[src/inc/pcstk_map.svh]
// register indices, field positions, reset values and fixed addresses of the counter and stack
`ifndef PCSTK_MAP_SVH
`define PCSTK_MAP_SVH

// ************************************************************
// register indices (byte address is four times the index)
// ************************************************************
`define PCSTK_IDX_STKP 12'hfed
`define PCSTK_IDX_TOP_ENTRY_LOW 12'hfee
`define PCSTK_IDX_TOP_ENTRY_HIGH 12'hfef
`define PCSTK_IDX_CTRL 12'hff0
`define PCSTK_IDX_STAT 12'hff1
`define PCSTK_IDX_MASK 12'hff2
`define PCSTK_IDX_PCRD 12'hff3

// ************************************************************
// fields and reset values
// ************************************************************
`define PCSTK_SP_EMPTY 5'h1f
`define PCSTK_SP_LAST 5'h0f
`define PCSTK_PC_RESET 15'h0000
`define PCSTK_INT_VECTOR 15'h0004
`define PCSTK_CTRL_FRE 0
`define PCSTK_STAT_OVF 0
`define PCSTK_STAT_UNF 1
`define PCSTK_STAT_W 2
`define PCSTK_BRA_MSB 8
`define PCSTK_TOP_ENTRY_LOW_MASK 15'h00ff
`define PCSTK_TOP_ENTRY_HIGH_MASK 15'h7f00

`endif

[src/inc/pcstk_pkg.sv]
// types shared by the program counter and return stack
package pcstk_pkg;

    // core operation presented for one instruction cycle
    typedef enum logic [3:0] {
        PCSTK_OP_IDLE = 4'h0,
        PCSTK_OP_STEP = 4'h1,
        PCSTK_OP_WRPCL = 4'h2,
        PCSTK_OP_CALL = 4'h3,
        PCSTK_OP_CALL_VIA_W = 4'h4,
        PCSTK_OP_BRW = 4'h5,
        PCSTK_OP_BRA = 4'h6,
        PCSTK_OP_INTR = 4'h7,
        PCSTK_OP_RETURN = 4'h8,
        PCSTK_OP_RETURN_WITH_LITERAL = 4'h9,
        PCSTK_OP_RETURN_FROM_INTERRUPT = 4'ha
    } pcstk_op_t;

endpackage : pcstk_pkg

[src/logic/pcstk_stack_mem.sv]
// return address storage: one masked write port, one combinational read port
`timescale 1ns/1ps
`default_nettype none

module pcstk_stack_mem #(
    parameter int DEPTH = 16,
    parameter int WIDTH = 15,
    parameter int AW = 4
) (
    input wire logic pclk,
    input wire logic wr_en,
    input wire logic [AW-1:0] wr_idx,
    input wire logic [WIDTH-1:0] wr_mask,
    input wire logic [WIDTH-1:0] wr_data,
    input wire logic [AW-1:0] rd_idx,
    output logic [WIDTH-1:0] rd_data
);

    // entries are not reset; contents are unknown until pushed or written
    logic [WIDTH-1:0] mem_q [DEPTH];

    assign rd_data = mem_q[rd_idx];

    always_ff @(posedge pclk) begin
        if (wr_en) begin
            mem_q[wr_idx] <= (mem_q[wr_idx] & ~wr_mask) | (wr_data & wr_mask);
        end
    end

endmodule : pcstk_stack_mem

`default_nettype wire

[src/logic/pcstk_top.sv]
// program counter loading and sixteen-level return stack with apb register access
`timescale 1ns/1ps
`default_nettype none

`include "pcstk_map.svh"

module pcstk_top import pcstk_pkg::*; #(
    parameter int STK_DEPTH = 16,
    parameter logic [14:0] INT_VECTOR = `PCSTK_INT_VECTOR
) (
    input wire logic pclk,
    input wire logic presetn,
    input wire logic psel,
    input wire logic penable,
    input wire logic pwrite,
    input wire logic [15:0] paddr,
    input wire logic [31:0] pwdata,
    output logic [31:0] prdata_q,
    output logic pready_q,
    output logic pslverr_q,
    input wire pcstk_op_t core_op,
    input wire logic [10:0] operand,
    input wire logic [7:0] w_value,
    input wire logic [7:0] pcl_wr_data,
    input wire logic [6:0] pc_high_latch,
    output logic [14:0] pc_q,
    output logic [4:0] stack_ptr_q,
    output logic fault_reset_q,
    output logic irq_q
);

    // ************************************************************
    // helper functions
    // ************************************************************
    function automatic logic [14:0] pcstk_add(input logic [14:0] a, input logic [14:0] b);
        logic [14:0] s;
        s = a + b;
        return s;
    endfunction : pcstk_add

    function automatic logic pcstk_hit(input logic [15:0] addr, input logic [11:0] idx);
        return (addr[15:14] == 2'h0) && (addr[1:0] == 2'h0) && (addr[13:2] == idx);
    endfunction : pcstk_hit

    // ************************************************************
    // state
    // ************************************************************
    logic [4:0] sp_q;
    logic [4:0] sp_d;
    logic fre_q;
    logic [`PCSTK_STAT_W-1:0] stat_q;
    logic [`PCSTK_STAT_W-1:0] stat_d;
    logic [`PCSTK_STAT_W-1:0] mask_q;
    logic [14:0] pc_d;

    // ************************************************************
    // operation decode
    // ************************************************************
    wire logic op_push;
    wire logic op_pop;
    wire logic ovf_evt;
    wire logic unf_evt;
    wire logic fault;

    assign op_push = (core_op == PCSTK_OP_CALL) || (core_op == PCSTK_OP_CALL_VIA_W) || (core_op == PCSTK_OP_INTR);
    assign op_pop = (core_op == PCSTK_OP_RETURN) || (core_op == PCSTK_OP_RETURN_WITH_LITERAL) || (core_op == PCSTK_OP_RETURN_FROM_INTERRUPT);
    assign ovf_evt = op_push && (sp_q == `PCSTK_SP_LAST);
    assign unf_evt = op_pop && (sp_q == `PCSTK_SP_EMPTY);
    assign fault = (ovf_evt || unf_evt) && fre_q;

    // ************************************************************
    // apb decode
    // ************************************************************
    wire logic apb_setup;
    wire logic apb_acc;
    wire logic apb_wr;
    wire logic hit_stkp;
    wire logic hit_top_entry_low;
    wire logic hit_top_entry_high;
    wire logic hit_ctrl;
    wire logic hit_stat;
    wire logic hit_mask;
    wire logic hit_pcrd;
    wire logic mapped;

    assign apb_setup = psel && !penable;
    assign apb_acc = psel && penable && pready_q;
    assign apb_wr = apb_acc && pwrite && !pslverr_q;
    assign hit_stkp = pcstk_hit(paddr, `PCSTK_IDX_STKP);
    assign hit_top_entry_low = pcstk_hit(paddr, `PCSTK_IDX_TOP_ENTRY_LOW);
    assign hit_top_entry_high = pcstk_hit(paddr, `PCSTK_IDX_TOP_ENTRY_HIGH);
    assign hit_ctrl = pcstk_hit(paddr, `PCSTK_IDX_CTRL);
    assign hit_stat = pcstk_hit(paddr, `PCSTK_IDX_STAT);
    assign hit_mask = pcstk_hit(paddr, `PCSTK_IDX_MASK);
    assign hit_pcrd = pcstk_hit(paddr, `PCSTK_IDX_PCRD);
    assign mapped = hit_stkp || hit_top_entry_low || hit_top_entry_high || hit_ctrl || hit_stat || hit_mask || hit_pcrd;

    // ************************************************************
    // return stack storage
    // ************************************************************
    wire logic [4:0] sp_inc;
    wire logic [4:0] sp_dec;
    wire logic [14:0] tos;
    wire logic [14:0] pc_inc;
    wire logic push_wr;
    wire logic tos_wr;
    wire logic mem_wr;
    wire logic [3:0] mem_idx;
    wire logic [14:0] mem_mask;
    wire logic [14:0] mem_data;

    // five-bit arithmetic wraps 0x1f to 0x00
    assign sp_inc = sp_q + 5'h01;
    assign sp_dec = sp_q - 5'h01;
    assign pc_inc = pcstk_add(pc_q, 15'h0001);
    // push writes at the incremented slot
    assign push_wr = op_push && !fault;
    // core push owns the port; a colliding top-pair write is dropped
    assign tos_wr = apb_wr && (hit_top_entry_low || hit_top_entry_high) && !op_push;
    assign mem_wr = push_wr || tos_wr;
    // low four bits index, so pushes past sixteen wrap
    assign mem_idx = push_wr ? sp_inc[3:0] : sp_q[3:0];
    assign mem_mask = push_wr ? 15'h7fff : (hit_top_entry_low ? `PCSTK_TOP_ENTRY_LOW_MASK : `PCSTK_TOP_ENTRY_HIGH_MASK);
    // top pair writes land in the selected entry
    assign mem_data = push_wr ? pc_inc : {pwdata[6:0], pwdata[7:0]};

    pcstk_stack_mem #(
        .DEPTH(STK_DEPTH),
        .WIDTH(15),
        .AW(4)
    ) u_mem (
        .pclk(pclk),
        .wr_en(mem_wr),
        .wr_idx(mem_idx),
        .wr_mask(mem_mask),
        .wr_data(mem_data),
        .rd_idx(sp_q[3:0]),
        .rd_data(tos)
    );

    // ************************************************************
    // program counter targets
    // ************************************************************
    wire logic [14:0] wrpcl_target;
    wire logic [14:0] call_target;
    wire logic [14:0] call_via_w_target;
    wire logic [14:0] brw_target;
    wire logic [14:0] bra_target;
    wire logic [14:0] bra_off;

    // latch only read, never written here
    assign wrpcl_target = {pc_high_latch, pcl_wr_data};
    // upper four from latch, rest from operand
    assign call_target = {pc_high_latch[6:3], operand};
    // latch and w form the target
    assign call_via_w_target = {pc_high_latch, w_value};
    assign brw_target = pcstk_add(pc_inc, {7'h00, w_value});
    // signed operand may cross block edges
    assign bra_off = {{(14 - `PCSTK_BRA_MSB){operand[`PCSTK_BRA_MSB]}}, operand[`PCSTK_BRA_MSB:0]};
    assign bra_target = pcstk_add(pc_inc, bra_off);

    assign pc_d = fault ? `PCSTK_PC_RESET :
                  (core_op == PCSTK_OP_STEP) ? pc_inc :
                  (core_op == PCSTK_OP_WRPCL) ? wrpcl_target :
                  (core_op == PCSTK_OP_CALL) ? call_target :
                  (core_op == PCSTK_OP_CALL_VIA_W) ? call_via_w_target :
                  (core_op == PCSTK_OP_BRW) ? brw_target :
                  (core_op == PCSTK_OP_BRA) ? bra_target :
                  (core_op == PCSTK_OP_INTR) ? INT_VECTOR :
                  op_pop ? tos :
                  pc_q;

    // empty state after a fault reset
    // pop reads entry before the decrement
    // pointer writes lose to a core push or pop in the same cycle
    assign sp_d = fault ? `PCSTK_SP_EMPTY :
                  op_push ? sp_inc :
                  op_pop ? sp_dec :
                  (apb_wr && hit_stkp) ? pwdata[4:0] :
                  sp_q;

    // ************************************************************
    // status and interrupt
    // ************************************************************
    wire logic [`PCSTK_STAT_W-1:0] stat_evt;
    wire logic [`PCSTK_STAT_W-1:0] stat_clr;
    wire logic [`PCSTK_STAT_W-1:0] mask_d;

    // flags set whether or not reset is enabled
    assign stat_evt = {unf_evt, ovf_evt};
    assign stat_clr = (apb_wr && hit_stat) ? pwdata[`PCSTK_STAT_W-1:0] : '0;
    // set wins over a write-one clear in the same cycle
    assign stat_d = (stat_q & ~stat_clr) | stat_evt;
    // new mask feeds irq so the output never lags a mask write
    assign mask_d = (apb_wr && hit_mask) ? pwdata[`PCSTK_STAT_W-1:0] : mask_q;

    // ************************************************************
    // read mux
    // ************************************************************
    wire logic [31:0] rd_mux;

    // selected entry visible through top pair
    assign rd_mux = hit_stkp ? {27'h0, sp_q} :
                    hit_top_entry_low ? {24'h0, tos[7:0]} :
                    hit_top_entry_high ? {25'h0, tos[14:8]} :
                    hit_ctrl ? {31'h0, fre_q} :
                    hit_stat ? {30'h0, stat_q} :
                    hit_mask ? {30'h0, mask_q} :
                    hit_pcrd ? {17'h0, pc_q} :
                    32'h0;

    // ************************************************************
    // registers
    // ************************************************************
    // counter cleared on reset
    always_ff @(posedge pclk or negedge presetn) begin
        if (!presetn) begin
            pc_q <= `PCSTK_PC_RESET;
            sp_q <= `PCSTK_SP_EMPTY;
            stack_ptr_q <= `PCSTK_SP_EMPTY;
            fault_reset_q <= 1'b0;
        end else begin
            pc_q <= pc_d;
            sp_q <= sp_d;
            stack_ptr_q <= sp_d;
            fault_reset_q <= fault;
        end
    end

    always_ff @(posedge pclk or negedge presetn) begin
        if (!presetn) begin
            fre_q <= 1'b0;
            mask_q <= '0;
            stat_q <= '0;
            irq_q <= 1'b0;
        end else begin
            if (apb_wr && hit_ctrl) begin
                fre_q <= pwdata[`PCSTK_CTRL_FRE];
            end
            mask_q <= mask_d;
            stat_q <= stat_d;
            irq_q <= |(stat_d & mask_d);
        end
    end

    // read data sampled in setup; fixed one access cycle
    always_ff @(posedge pclk or negedge presetn) begin
        if (!presetn) begin
            pready_q <= 1'b0;
            pslverr_q <= 1'b0;
            prdata_q <= 32'h0;
        end else begin
            pready_q <= apb_setup;
            pslverr_q <= apb_setup && !mapped;
            if (apb_setup) begin
                prdata_q <= pwrite ? 32'h0 : rd_mux;
            end
        end
    end
endmodule : pcstk_top

`default_nettype wire

[config.mk]
export PLATFORM = sky130hd
export DESIGN_NAME = pcstk_top
export DESIGN_NICKNAME = d
export VERILOG_FILES = /design/src/inc/pcstk_pkg.sv /design/src/logic/pcstk_stack_mem.sv /design/src/logic/pcstk_top.sv
export VERILOG_INCLUDE_DIRS = /design/src /design/src/inc
export SDC_FILE = /design/constraint.sdc
export NUM_CORES = 1
export LEC_CHECK = 0
export BUFFER_PORTS_ARGS = -buffer_cell sky130_fd_sc_hd__clkbuf_2
export CAP_MARGIN = 20
export CELL_PAD_IN_SITES_DETAIL_PLACEMENT = 0
export CELL_PAD_IN_SITES_GLOBAL_PLACEMENT = 1
export CORE_UTILIZATION = 30
export CTS_BUF_LIST = sky130_fd_sc_hd__clkbuf_16
export DETAILED_ROUTE_END_ITERATION = 6
export HOLD_SLACK_MARGIN = 0.15
export PLACE_DENSITY = 0.59
export SLEW_MARGIN = 20
export SYNTH_ARGS = -nofsm -noshare
export SYNTH_HDL_FRONTEND = slang
export SYNTH_SLANG_ARGS = --single-unit
[constraint.sdc]
create_clock -name pclk -period 9.8 [get_ports pclk]
set_clock_uncertainty 0.15 [all_clocks]
set_input_delay 1.47 -clock pclk [delete_from_list [all_inputs] [get_ports pclk]]
set_output_delay 1.47 -clock pclk [all_outputs]
set_load 0.03 [all_outputs]
[Yosys cells after proc, flatten, opt, wreduce, memory -nomap -nowiden]
Memory sizes are Yosys's and may differ from the RTL's.
Index checks and enable logic that the tools add are counted.
Word-level totals
  output and inout bits: 56
  word-level logic and storage cells: 119
  memories: 1
  bits in writable memories: 240
  bits in registers: 61
  input bits: 91
Operators by class
  add/sub/neg operators: 5
  reductions and logical operators: 47
  equality and inequality tests: 19
  muxes and demuxes: 29
  bitwise gates (word level): 8
Memories
  u_mem.mem_q: depth 16, bits a word 15, read ports 2, clocked after memory_dff 0, write ports 1, RTL line pcstk_stack_mem.sv:20  | logic [WIDTH-1:0] mem_q [DEPTH];
Operator list (count)
  2-to-1 mux 15 bit: 20
  == test 12 bit, second input constant: 7
  AND 15 bit: 2
  logical AND 1 bit: 24
  2-to-1 mux 5 bit: 4
  == test 4 x 3 -> 1 bit, second input constant: 4
  adder 15 x 1 -> 15 bit, second input constant: 1
  adder 15 bit: 1
  adder 15 x 8 -> 15 bit: 1
  NOT 15 bit: 1
  OR 15 bit: 1
  logical OR 1 bit: 13
  == test 4 bit, second input constant: 3
  nonzero test 9 bit: 1
  == test 4 x 2 -> 1 bit, second input constant: 2
  adder 5 x 1 -> 5 bit, second input constant: 1
  == test 5 x 4 -> 1 bit, second input constant: 1
  == test 5 bit, second input constant: 1
  zero test 1 bit: 5
  subtractor 5 x 1 -> 5 bit, second input constant: 1
  AND 2 bit: 2
  == test 4 x 1 -> 1 bit, second input constant: 1
  zero test 2 bit: 2
  2-to-1 mux 2 bit: 2
  6 further kinds: 7

[Logic depth before layout (Yosys ltp)]
Gate-level depths: netlist (run 1).
  depth after elaboration: 12
  gate-level depth with buffers: 17
  depth with buffers taken out: 13

[Hierarchy]
From an unflattened synthesis (run 1), not the netlist that was laid out.
Second synthesis, totals
  cell total of the unflattened synthesis: 1253
  area total of the unflattened synthesis: 16344.4 µm²
By module, submodules not included
  pcstk_stack_mem: cells each 578, instances 1, area an instance 11239.5 µm², sequential area each 7206.9 µm²
  pcstk_top: cells each 675, instances 1, area an instance 5104.9 µm², sequential area each 1107.3 µm²

[Least setup slack after synthesis (run 1)]
No wires, ideal clock.
  path type: register to register
  from: register sp_q[0]
  to: memory u_mem.mem_q[10][0] (enable)
  setup time: 0.386 ns
  path slack: 5.282 ns
  arrival: 3.982 ns
  path buffers: 9
  data required time: 9.264 ns
  period minus slack after synthesis: 4.518 ns
  cell stages (with the launch flop): 16
  cells stage by stage: dfstp_2 > buf_2 > inv_1 > buf_2 > buf_2 > buf_2 > clkbuf_1 > ha_1 > buf_2 > buf_2 > buf_2 > clkbuf_1 > nand2_1 > o21ai_0 > nand2_1 > nor2_1
On the way
  word-level cells in the longest chain between the ends: 9
  elaborated cells between the ends (all ways): 13
  classes of those cells: 1 x add/sub; 2 x eq/ne; 3 x mux; 7 x reduce/logical
Ends and longest elaborated chain
  from (decl): RTL line pcstk_top.sv:48  | logic [4:0] sp_q;
  from (signal assigned): RTL line pcstk_top.sv:219  | sp_q <= `PCSTK_SP_EMPTY;
  from (signal assigned): RTL line pcstk_top.sv:224  | sp_q <= sp_d;
  == test 5 x 4 -> 1 bit (no line) / == test 5 bit (equally long branches)
  logical AND 1 bit, on equally long branches: RTL line pcstk_top.sv:67, pcstk_top.sv:68
  logical OR 1 bit: RTL line pcstk_top.sv:69  | assign fault = (ovf_evt || unf_evt) && fre_q;
  logical AND 1 bit: RTL line pcstk_top.sv:69
  zero test 1 bit: RTL line pcstk_top.sv:117  | assign push_wr = op_push && !fault;
  logical AND 1 bit: RTL line pcstk_top.sv:117
  logical OR 1 bit: RTL line pcstk_top.sv:120  | assign mem_wr = push_wr || tos_wr;
  2-to-1 mux 1 bit: RTL line pcstk_stack_mem.sv:25  | if (wr_en) begin
  2-to-1 mux 1 bit (not written as such): RTL line pcstk_stack_mem.sv:26  | mem_q[wr_idx] <= (mem_q[wr_idx] & ~wr_mask) | (wr_data & wr_mask);
  to (decl): RTL line pcstk_stack_mem.sv:20
Parallel ways exist; a longest one is shown, timed or not.

[Worst setup path after layout (run 1)]
  from: input port core_op[1]
  to: memory u_mem.mem_q[3][13], data pin
On the way
  word-level cells in the longest chain between the ends: 12
  elaborated cells between the ends (all ways): 24
  classes of those cells: 6 x eq/ne; 3 x mux; 4 x bitwise; 10 x reduce/logical; 1 x memory
Ends and longest elaborated chain
  from (decl): RTL line pcstk_top.sv:21  | input wire pcstk_op_t core_op,
  == test 4 x 2 -> 1 bit (tied with other cells): RTL line pcstk_top.sv:65  | assign op_push = (core_op == PCSTK_OP_CALL) || (core_op == PCSTK_OP_CALL_VIA_W) || (core_op == PCSTK_OP_INTR);
  logical OR 1 bit, on equally long branches (2 in series): RTL line pcstk_top.sv:65, pcstk_top.sv:66
  logical AND 1 bit, on equally long branches: RTL line pcstk_top.sv:67, pcstk_top.sv:68
  logical OR 1 bit: RTL line pcstk_top.sv:69
  logical AND 1 bit: RTL line pcstk_top.sv:69
  zero test 1 bit: RTL line pcstk_top.sv:117
  logical AND 1 bit *: RTL line pcstk_top.sv:117
  2-to-1 mux 4 bit / 2-to-1 mux 15 bit (equally long branches): RTL line pcstk_top.sv:122, pcstk_top.sv:123
  memory (16 x 15 bit) / NOT 15 bit (equally long branches)
  AND 15 bit: RTL line pcstk_stack_mem.sv:26
  OR 15 bit *: RTL line pcstk_stack_mem.sv:26
Every way passes the cells marked *; elsewhere a longest branch is shown, timed or not.

==> results.sh, run 1 <==
export IMPL_status="finished clean"
export IMPL_grt_pass1_vias=14332
export IMPL_max_stage_delay_ns=0.79
export IMPL_fmax_mhz=183
export IMPL_async_reset_ff_share_pct=15.5
export IMPL_seq_area_sq_um=8320
export IMPL_setup_viol=0
export IMPL_cts_root_buf="clkbuf_16"
export IMPL_internal_power_mw=2.84
export IMPL_ys_warn_count=0
export IMPL_cp_arrival_ns=5.58
export IMPL_cp_slowest_cell="or3b_1"
export IMPL_peakVddDrop_uv=149
export IMPL_synth_top_area_share_pct=39.3
export IMPL_synth_seq_cells=284
export IMPL_tightest_slew_ns=1.11
export IMPL_sequentialPowerShare_pct=33.9
export IMPL_antenna_left=0
export IMPL_syn2layout_area_growth_pct=11.9
export IMPL_min_period_ns=5.46
export IMPL_total_leakage_power_nw=7.50
export IMPL_post_cts_resized=0
export IMPL_place_ws_ns=3.75
export IMPL_routedWlPerCell_microns=26.6
export IMPL_combPwrFrac_pct=42.2
export IMPL_clk_pin_slew_ns=0.06
export IMPL_ys_top_cells_by_area="edfxtp_1 (39%), mux2i_1 (9.9%), mux4_2 (7.2%)"
export IMPL_layout_setup_ws_ns=4.34
export IMPL_p_sw_share_pct=40.7
export IMPL_synth_commonest_cells="edfxtp_1 (240), mux2i_1 (182), nor2_1 (133)"
export IMPL_grt_usage_pct=21.0
export IMPL_netlist_instances=1653
export IMPL_crit_type="in2reg"
export IMPL_fin_setup_tns_ns=0
export IMPL_p_per_area_nw_per_um2=234
export IMPL_cts_buffer_depth=3
export IMPL_hold_viol_final=0
export IMPL_stdcell_area_sq_um=20500
export IMPL_grt_pass1_wl_mm=97.6
export IMPL_insertion_delay_ns=0.60
export IMPL_dr_pass1_iters=5
export IMPL_rsz0062_at_grt="false"
export IMPL_grt_max_degree=56
export IMPL_design_die_area_sq_um=62100
export IMPL_initial_core_util_pct=30.4
export IMPL_grt_ovfl_total=0
export IMPL_met3_length_mm=4.73
export IMPL_via_per_inst=5.81
export IMPL_dpl_hpwl_mm=44.4
export IMPL_pwr_share_clk_pct=24.0
export IMPL_cts_tree="built"
export IMPL_synth_edf_count=240
export IMPL_synth_avg_cell_area_sq_um=11.1
export IMPL_cp_max_fo=55
export IMPL_hp_class="reg2reg"
export IMPL_post_cts_buffers=0
export IMPL_period_share_pct=55.8
export IMPL_die_h_microns=249
export IMPL_io_buffers=105
export IMPL_mappedNetlistArea_sq_um=18300
export IMPL_wirelength_met1_mm=28.3
export IMPL_htree_levels=1
export IMPL_cp_data_required_time_ns=9.91
export IMPL_holdBufCountCts=0
export IMPL_ys_seq_area_share_pct=45.3
export IMPL_antenna_found_initial=0
export IMPL_place_gp_congestion=0.894
export IMPL_io_pins=147
export IMPL_drive_gt1_share_pct=18.1
export IMPL_maxUsedRoutingLayer="met4"
export IMPL_num_vias=14589
export IMPL_synthFlopType="edfxtp_1"
export IMPL_crit_chain="clkbuf_2 -> or3b_1 -> a21boi_4 -> buf_4 -> nand3_1 -> o221a_1 -> o32ai_1 -> a311oi_1 -> a21oi_1"
export IMPL_final_cells=2513
export IMPL_critPathLaunch="core_op[1]"
export IMPL_drtIter0Drc=1526
export IMPL_cp_num_buf_inv=2
export IMPL_placed_cells=2457
export IMPL_worst_setup_path_start_kind="input port"
export IMPL_drv_slew=0
export IMPL_r2r_start="sp_q[1]"
export IMPL_fillers=6045
export IMPL_clock_sink_count=284
export IMPL_endpoint_kind="flop"
export IMPL_drc=0
export IMPL_routed_wl_mm=66.8
export IMPL_maxSlewHeadroom_pct=23.8
export IMPL_cap_viol_max_count=0
export IMPL_fin_nets=1830
export IMPL_multi_input_area_sq_um=9370
export IMPL_crit_family="compound AO/OA/AOI/OAI gates"
export IMPL_switchingPower_mw=1.95
export IMPL_core_rowCount=90
export IMPL_worstHoldStart="prdata_q[7]"
export IMPL_dieWidth_microns=249
export IMPL_total_power_mw=4.79
export IMPL_placed_area_sq_um=19500
export IMPL_post_synth_top_area_cell="edfxtp_1"
export IMPL_synth_cell_types=96
export IMPL_n_antenna_cell=0
export IMPL_met2_length_mm=30.8
export IMPL_synth_most_common_cell="edfxtp_1"
export IMPL_cts_buffers=31
export IMPL_coreArea_sq_um=60400
through the flow:
stage | hold slack [ns] | util [%]
2_1_floorplan | 0.335 | -
3_3_place_gp | 0.314 | 32.3
3_5_place_dp | 0.318 | 32.3
4_1_cts | 0.331 | 33.9
5_1_grt | 0.357 | 34.0
6_report | 0.327 | 34.0
final timing paths:
path / to / slack [ns] / cells past startpoint
max: u_mem.mem_q[3][13] / 4.34 / 9
min: prdata_q[7] / 0.33 / 2
max reg2reg: u_mem.mem_q[3][13] / 4.35 / 11
min reg2reg: prdata_q[7] / 0.33 / 2
max in group asynchronous: irq_q / 8.24 / 2
min in group asynchronous: pc_q[3] / 0.82 / 2
final cells by class:
| class | count | share of cell area, % |
|---|---|---|
| flip-flops and latches | 284 | 40.5 |
| well taps | 782 | 4.77 |
| inverters | 28 | 0.512 |
| multi-input cells | 1224 | 45.6 |
| clock inverters | 24 | 0.921 |
| clock buffers | 31 | 3.78 |
| repair buffers | 140 | 3.83 |
per-layer routing:
metal / vias to the layer above / global-route usage, %
met4: 0 / 8.91
met1: 7305 / 27.9
met5: - / 0
met2: 637 / 33.9
li1: 6507 / -
met3: 140 / 3.63
flip-flops by register name (all words and copies together) (netlist names):
register and count:
mask_q 2, pready_q 1, fre_q 1, sp_q 5
irq_q 1, u_mem.mem_q 240, pc_q 15, stat_q 2
prdata_q 15, fault_reset_q 1, pslverr_q 1
worst min-delay path: stages, from the launching register on:
cell and delay (ns):
dfrtp_1 0.34, nand2_1 0.06, o41ai_1 0.05
placed cells by master (no fill, tap or decap), drive strengths merged, types with 6 or more instances in the layout:
cell type / n
nor4: 13
and3: 8
or3: 10
clkinv: 10
buf: 35
nand3: 30
o31ai: 16
o2111ai: 6
mux2: 21
a221oi: 12
nor2b: 24
ha: 28
mux2i: 183
inv: 39
edfxtp: 240
o221ai: 8
o21ai: 94
conb: 17
clkbuf: 136
xnor2: 20
a31oi: 19
a22o: 14
nand2b: 11
o22ai: 26
and2: 14
a21o: 14
dfrtp: 39
nand2: 121
o211ai: 25
nor3: 36
a211oi: 31
nor2: 134
a21oi: 113
mux4: 59
o21a: 6
xor2: 12
a22oi: 12
kinds of logic after synthesis:
group	count (synthesis)	synth area share, %
AO/OA/AOI/OAI	458	16.8
XOR/XNOR	32	1.57
adder cells (fa/ha/maj)	30	2.13
buffers and inverters	161	4.78
flip-flops	284	45.3
multiplexers	263	18.5
other	1	0.0204
AND/OR/NAND/NOR	424	10.9
power by group through the flow:
stage	logic (mW)	registers [mW]	clock network, mW
2_1_floorplan	1.40	1.59	0
5_1_grt	2.16	1.63	1.21
4_1_cts	2.00	1.62	1.17
3_3_place_gp	1.98	1.64	0
6_report	2.02	1.62	1.15
3_5_place_dp	2.00	1.65	0
(Power assumes the default switching activity.)
==> inputs of run 2 (changes only) <==
Clock period 9.8 ns to 5.1 ns, I/O delays scaled along.
==> results.sh, run 2 (same netlist as run 1, synthesis figures left out) <==
export IMPL_place_gp_congestion=0.907
export IMPL_hold_viol_final=0
export IMPL_cts_tree="built"
export IMPL_placed_area_sq_um=20100
export IMPL_design_die_area_sq_um=62100
export IMPL_die_h_microns=249
export IMPL_clk_pin_slew_ns=0.07
export IMPL_rrSetupSlack_ns=0.62
export IMPL_dpl_hpwl_mm=47.4
export IMPL_antenna_left=0
export IMPL_dieWidth_microns=249
export IMPL_fin_nets=1902
export IMPL_reg_top3="u_mem.mem_q (240), pc_q (15), prdata_q (15)"
export IMPL_final_common_cell="edfxtp_1"
export IMPL_total_leakage_power_nw=7.91
export IMPL_io_pins=147
export IMPL_drtIter0Drc=1425
export IMPL_grt_pass1_vias=14638
export IMPL_min_period_ns=4.48
export IMPL_cp_data_required_time_ns=5.23
export IMPL_worst_setup_path_start_kind="flop"
export IMPL_fillers=5951
export IMPL_cts_root_buf="clkbuf_16"
export IMPL_antenna_found_initial=0
export IMPL_setup_viol=0
export IMPL_worstHoldEndpoint="prdata_q[7]"
export IMPL_crit_type="reg2reg"
export IMPL_io_buffers=105
export IMPL_drive_gt1_share_pct=21.5
export IMPL_htree_levels=1
export IMPL_endpoint_kind="flop"
export IMPL_status="finished clean"
export IMPL_hp_class="reg2reg"
export IMPL_cap_viol_max_count=0
export IMPL_maxSlewHeadroom_pct=24.1
export IMPL_r2r_end="u_mem.mem_q[9][5]"
export IMPL_n_antenna_cell=0
export IMPL_core_rowCount=90
export IMPL_via_per_inst=5.81
export IMPL_r2r_start="sp_q[0]"
export IMPL_initial_core_util_pct=30.4
export IMPL_regMostFlops="u_mem.mem_q"
export IMPL_dr_pass1_iters=5
export IMPL_coreArea_sq_um=60400
export IMPL_insertion_delay_ns=0.61
export IMPL_cp_max_fo=16
export IMPL_cts_buffers=31
export IMPL_drc=0
export IMPL_drv_slew=0
export IMPL_hold_depth=2
export IMPL_clock_sink_count=284
export IMPL_post_cts_resized=0
export IMPL_fin_setup_tns_ns=0
export IMPL_tightest_slew_ns=1.14
export IMPL_fmax_mhz=223
export IMPL_multi_input_area_sq_um=9290
export IMPL_grt_ovfl_total=0
export IMPL_rr_worst_depth=12
export IMPL_period_share_pct=87.8
export IMPL_seq_area_sq_um=8320
export IMPL_final_cell_mix="edfxtp_1 (240), mux2i_1 (182), nand2_1 (120)"
export IMPL_syn2layout_area_growth_pct=15.6
export IMPL_num_vias=15034
export IMPL_stdcell_area_sq_um=21200
export IMPL_worstHoldStart="prdata_q[7]"
export IMPL_routedWlPerCell_microns=26.4
export IMPL_cp_arrival_ns=4.61
export IMPL_grt_usage_pct=21.5
export IMPL_grt_pass1_wl_mm=99.5
export IMPL_p_per_area_nw_per_um2=452
export IMPL_rsz0062_at_grt="false"
export IMPL_peakVddDrop_uv=286
export IMPL_grt_max_degree=139
export IMPL_largest_reg_flops=240
export IMPL_routed_wl_mm=68.3
export IMPL_cts_buffer_depth=3
-- run 2: cell types whose count changed in the layout (fill, tap and decap cells not counted), moves of 2 or more --
cell / previous run / this run
a21oi_1: 106 / 109
a21oi_2: 6 / 3
a31oi_1: 16 / 18
a31oi_2: 3 / 1
buf_12: 0 / 9
buf_4: 34 / 97
bufinv_16: 3 / 6
clkinv_1: 7 / 10
clkinv_2: 3 / 8
inv_1: 36 / 26
nor2_2: 8 / 17
nor2_4: 9 / 0
-- run 2: where the power goes --
part / total [mW] / switching (mW) / internal (mW)
sequential: 2.99 / 0.176 / 2.82
combinational: 4.18 / 2.66 / 1.52
clock: 2.41 / 0.996 / 1.41
total: 9.58 / 3.83 / 5.75
-- run 2: area by class of cell --
cell class	instances	share of cell area [%]
clock buffer	31	3.66
clock inverter	27	1.39
inverter	28	0.495
multi-input combinational	1224	43.8
sequential	284	39.2
tap	782	4.61
timing repair buffer	212	6.81
-- run 2: repair_timing --
item / in CTS / in global routing
hold buffers: 1 / 0
buffers inserted: 0 / 0
hold endpoints to repair: 39 / 0
-- run 2: worst max-delay path: stages (launching register included) --
cell and delay [ns]:
dfstp_4 0.48, ha_1 0.30, and3_1 0.24, ha_1 0.23
a21oi_2 0.38, a21boi_4 0.60, buf_12 0.23, buf_4 0.21
mux2i_1 0.19, o21ai_0 0.12, o22ai_1 0.19, nor3_1 0.07
a211oi_2 0.71
-- run 2: layer usage --
metal	wire length (microns)	global-route usage, %	vias to the layer above
met5	40	0	-
met4	2680	7.37	2
met3	4280	3.31	143
met2	31800	35.3	672
met1	29400	28.7	7564
li1	-	-	6653
-- run 2: worst max path at each step --
stage	startpoint	to	slack [ns]	cells after the start
after floorplan	sp_q[0]	u_mem.mem_q[10][0]	0.58	15
after global placement	core_op[2]	u_mem.mem_q[6][5]	0.64	11
after detailed placement	sp_q[0]	u_mem.mem_q[11][5]	0.58	12
after CTS	sp_q[0]	u_mem.mem_q[6][5]	0.54	12
after global routing	sp_q[0]	u_mem.mem_q[7][5]	0.30	12
final	sp_q[0]	u_mem.mem_q[9][5]	0.62	12
-- run 2: through the flow --
step                      cells  util (%)  total power, mW  hold slack [ns]  setup WS (ns)
final                      2588      35.1             9.58            0.334          0.622
after global routing       2588      35.1             9.98            0.367          0.304
after CTS                  2588      35.1             9.58            0.338          0.541
after detailed placement   2529      33.3             7.16            0.320          0.581
after global placement     2529      33.3             7.12            0.315          0.643
after floorplan            1669         -             5.73            0.319          0.582
==> inputs of run 3 (changes only) <==
Settings changed: ABC_AREA from default to 1, PLACE_DENSITY 0.59 to 0.63.
==> results.sh, run 3 <==
export IMPL_status="finished clean"
export IMPL_synth_top_area_share_pct=40.8
export IMPL_cap_viol_max_count=0
export IMPL_synth_avg_cell_area_sq_um=7.51
export IMPL_grt_ovfl_total=0
export IMPL_synth_commonest_cells="nand2_1 (996), nand3_1 (288), edfxtp_1 (240)"
export IMPL_grt_pass1_wl_mm=103
export IMPL_total_leakage_power_nw=9.32
export IMPL_synth_compound_area_share_pct=8.63
export IMPL_synth_xor_area_share_pct=0.793
export IMPL_insertion_delay_ns=0.57
export IMPL_maxSlewHeadroom_pct=30.4
export IMPL_drv_slew=0
export IMPL_synth_cell_types=54
export IMPL_hold_viol_final=0
export IMPL_dieWidth_microns=245
export IMPL_period_share_pct=83.8
export IMPL_regMostFlops="u_mem.mem_q"
export IMPL_routed_wl_mm=68.2
export IMPL_ys_top_cells_by_area="edfxtp_1 (41%), nand2_1 (21%), nand3_1 (8.2%)"
export IMPL_cts_buffer_depth=3
export IMPL_crit_family="simple AND/OR/NAND/NOR gates"
export IMPL_io_pins=147
export IMPL_initial_core_util_pct=30.5
export IMPL_clk_pin_slew_ns=0.06
export IMPL_hp_class="in2async"
export IMPL_drtIter0Drc=1411
export IMPL_worst_setup_path_start_kind="flop"
export IMPL_total_power_mw=9.45
export IMPL_cts_tree="built"
export IMPL_rr_worst_depth=14
export IMPL_htree_levels=2
export IMPL_antenna_found_initial=1
export IMPL_r2r_start="sp_q[1]"
export IMPL_grt_usage_pct=22.8
export IMPL_max_stage_delay_ns=0.87
export IMPL_place_gp_congestion=0.882
export IMPL_via_per_inst=5.11
export IMPL_cp_num_buf_inv=2
export IMPL_cts_root_buf="clkbuf_16"
export IMPL_post_cts_buffers=0
export IMPL_synth_seq_cells=284
export IMPL_antenna_left=0
export IMPL_drc=0
export IMPL_core_rowCount=88
export IMPL_synth_top_family_by_area="simple AND/OR/NAND/NOR gates"
export IMPL_dpl_hpwl_mm=45.7
export IMPL_cp_slowest_cell="dfstp_2"
export IMPL_coreArea_sq_um=57900
export IMPL_crit_type="reg2reg"
export IMPL_routedWlPerCell_microns=21.0
export IMPL_peakVddDrop_uv=248
export IMPL_final_cells=3248
export IMPL_design_die_area_sq_um=59900
export IMPL_io_buffers=105
export IMPL_cts_buffers=36
export IMPL_ys_warn_count=0
export IMPL_mappedNetlistArea_sq_um=17700
export IMPL_reg_top3="u_mem.mem_q (240), pc_q (15), prdata_q (15)"
export IMPL_holdBufCountCts=0
export IMPL_num_vias=16612
export IMPL_p_per_area_nw_per_um2=462
export IMPL_endpoint_kind="flop"
export IMPL_synth_edf_count=240
export IMPL_muxShareOfSynthArea_pct=0
export IMPL_fin_nets=2578
export IMPL_crit_chain="ha_1 -> nand2_1 -> nor2_1 -> ha_1 -> nand2_1 -> nand2_2 -> nand2_4 -> nand2_2 -> nand2_1 -> o21ai_4 -> buf_12 -> nand3_1 -> nor2_2 -> buf_12"
export IMPL_syn2layout_area_growth_pct=15.8
export IMPL_grt_max_degree=78
export IMPL_critPathMostFrequentCell="nand2_1"
export IMPL_yosys_area_share_simple_pct=34.3
export IMPL_largest_reg_flops=240
export IMPL_cp_arrival_ns=4.40
export IMPL_grt_pass1_vias=16175
export IMPL_placed_cells=3184
export IMPL_final_common_cell="nand2_1"
export IMPL_post_synth_top_area_cell="edfxtp_1"
export IMPL_synthFlopType="edfxtp_1"
export IMPL_min_period_ns=4.27
export IMPL_drive_gt1_share_pct=11.4
export IMPL_fmax_mhz=234
export IMPL_post_cts_resized=0
export IMPL_cp_max_fo=62
export IMPL_synth_most_common_cell="nand2_1"
export IMPL_synth_adder_area_share_pct=2.21
export IMPL_fin_util_pct=35.3
export IMPL_final_cell_mix="nand2_1 (994), nand3_1 (287), edfxtp_1 (240)"
export IMPL_r2r_end="u_mem.mem_q[8][4]"
export IMPL_fin_setup_tns_ns=0
export IMPL_async_reset_ff_share_pct=15.5
export IMPL_ys_seq_area_share_pct=47.1
export IMPL_rsz0062_at_grt="false"
export IMPL_rrSetupSlack_ns=0.83
export IMPL_clock_sink_count=284
export IMPL_netlist_instances=2353
export IMPL_dr_pass1_iters=5
export IMPL_cp_data_required_time_ns=5.22
export IMPL_cp_depth=14
export IMPL_die_h_microns=245
export IMPL_tightest_slew_ns=1.04
export IMPL_setup_viol=0
run 3: changes by cell type in the layout (fill, tap and decap cells not counted), sizes merged, moves of 24 or more:
cell | before | now
nor2b | 24 | 0
nand3 | 30 | 290
nand2 | 121 | 1003
mux2i | 183 | 0
a21oi | 113 | 83
buf | 106 | 74
mux4 | 59 | 0
inv | 30 | 152
o21ai | 94 | 126
a211oi | 31 | 0
run 3: power breakdown:
part | internal (mW) | switching, mW | total, mW
clock | 1.47 | 1.06 | 2.53
sequential | 2.84 | 0.168 | 3.01
combinational | 1.05 | 2.86 | 3.90
total | 5.36 | 4.08 | 9.45
run 3: metrics by stage:
step           setup WS (ns)  instance area (sq um)  hold slack (ns)
5_1_grt                0.501                  20500            0.212
2_1_floorplan           1.37                  17700            0.313
3_3_place_gp           0.845                  19300            0.322
4_1_cts                0.819                  20500            0.153
3_5_place_dp           0.779                  19300            0.327
6_report               0.828                  20500            0.144
run 3: final cells by class:
type                            instances  area [sq um]
Clock inverter                         26           218
Clock buffer                           37           926
Tap cell                              765           957
Inverter                              148           559
Timing Repair Buffer                  179          1220
Antenna cell                            1          2.50
Fill cell                            6140         37500
Multi-Input combinational cell       1808          8260
Sequential cell                       284          8320
run 3: logic make-up after synthesis:
kind of cell	after synthesis
flip-flops	284
XOR/XNOR	16
other	1
AND/OR/NAND/NOR	1473
buffers and inverters	277
adder cells (fa/ha/maj)	30
AO/OA/AOI/OAI	272
run 3: worst register-to-register path, cell delays in order, from the launching register on:
cell,delay (ns)
dfstp_2,0.87
ha_1,0.29
nand2_1,0.07
nor2_1,0.16
ha_1,0.16
nand2_1,0.08
nand2_2,0.09
nand2_4,0.10
nand2_2,0.27
nand2_1,0.15
o21ai_4,0.12
buf_12,0.32
nand3_1,0.44
nor2_2,0.47
buf_12,0.23
run 3: routing by layer:
metal | vias to the layer above | wire (microns) | share of wire [%] | GRT usage, %
met5 | - | 13 | 0.019 | 0
met4 | 2 | 1840 | 2.7 | 7.02
met3 | 104 | 3660 | 5.4 | 2.90
met2 | 508 | 32400 | 47 | 38.5
met1 | 7986 | 30300 | 44 | 30.2
li1 | 8012 | - | - | -
run 3: worst max path at each step:
stage | startpoint | endpoint | slack (ns)
floorplan | sp_q[2] | u_mem.mem_q[4][0] | 1.37
global placement | core_op[0] | u_mem.mem_q[13][9] | 0.85
detailed placement | core_op[0] | u_mem.mem_q[13][9] | 0.78
CTS | sp_q[1] | u_mem.mem_q[8][11] | 0.82
global route | sp_q[1] | u_mem.mem_q[5][0] | 0.50
finish | sp_q[1] | u_mem.mem_q[8][4] | 0.83
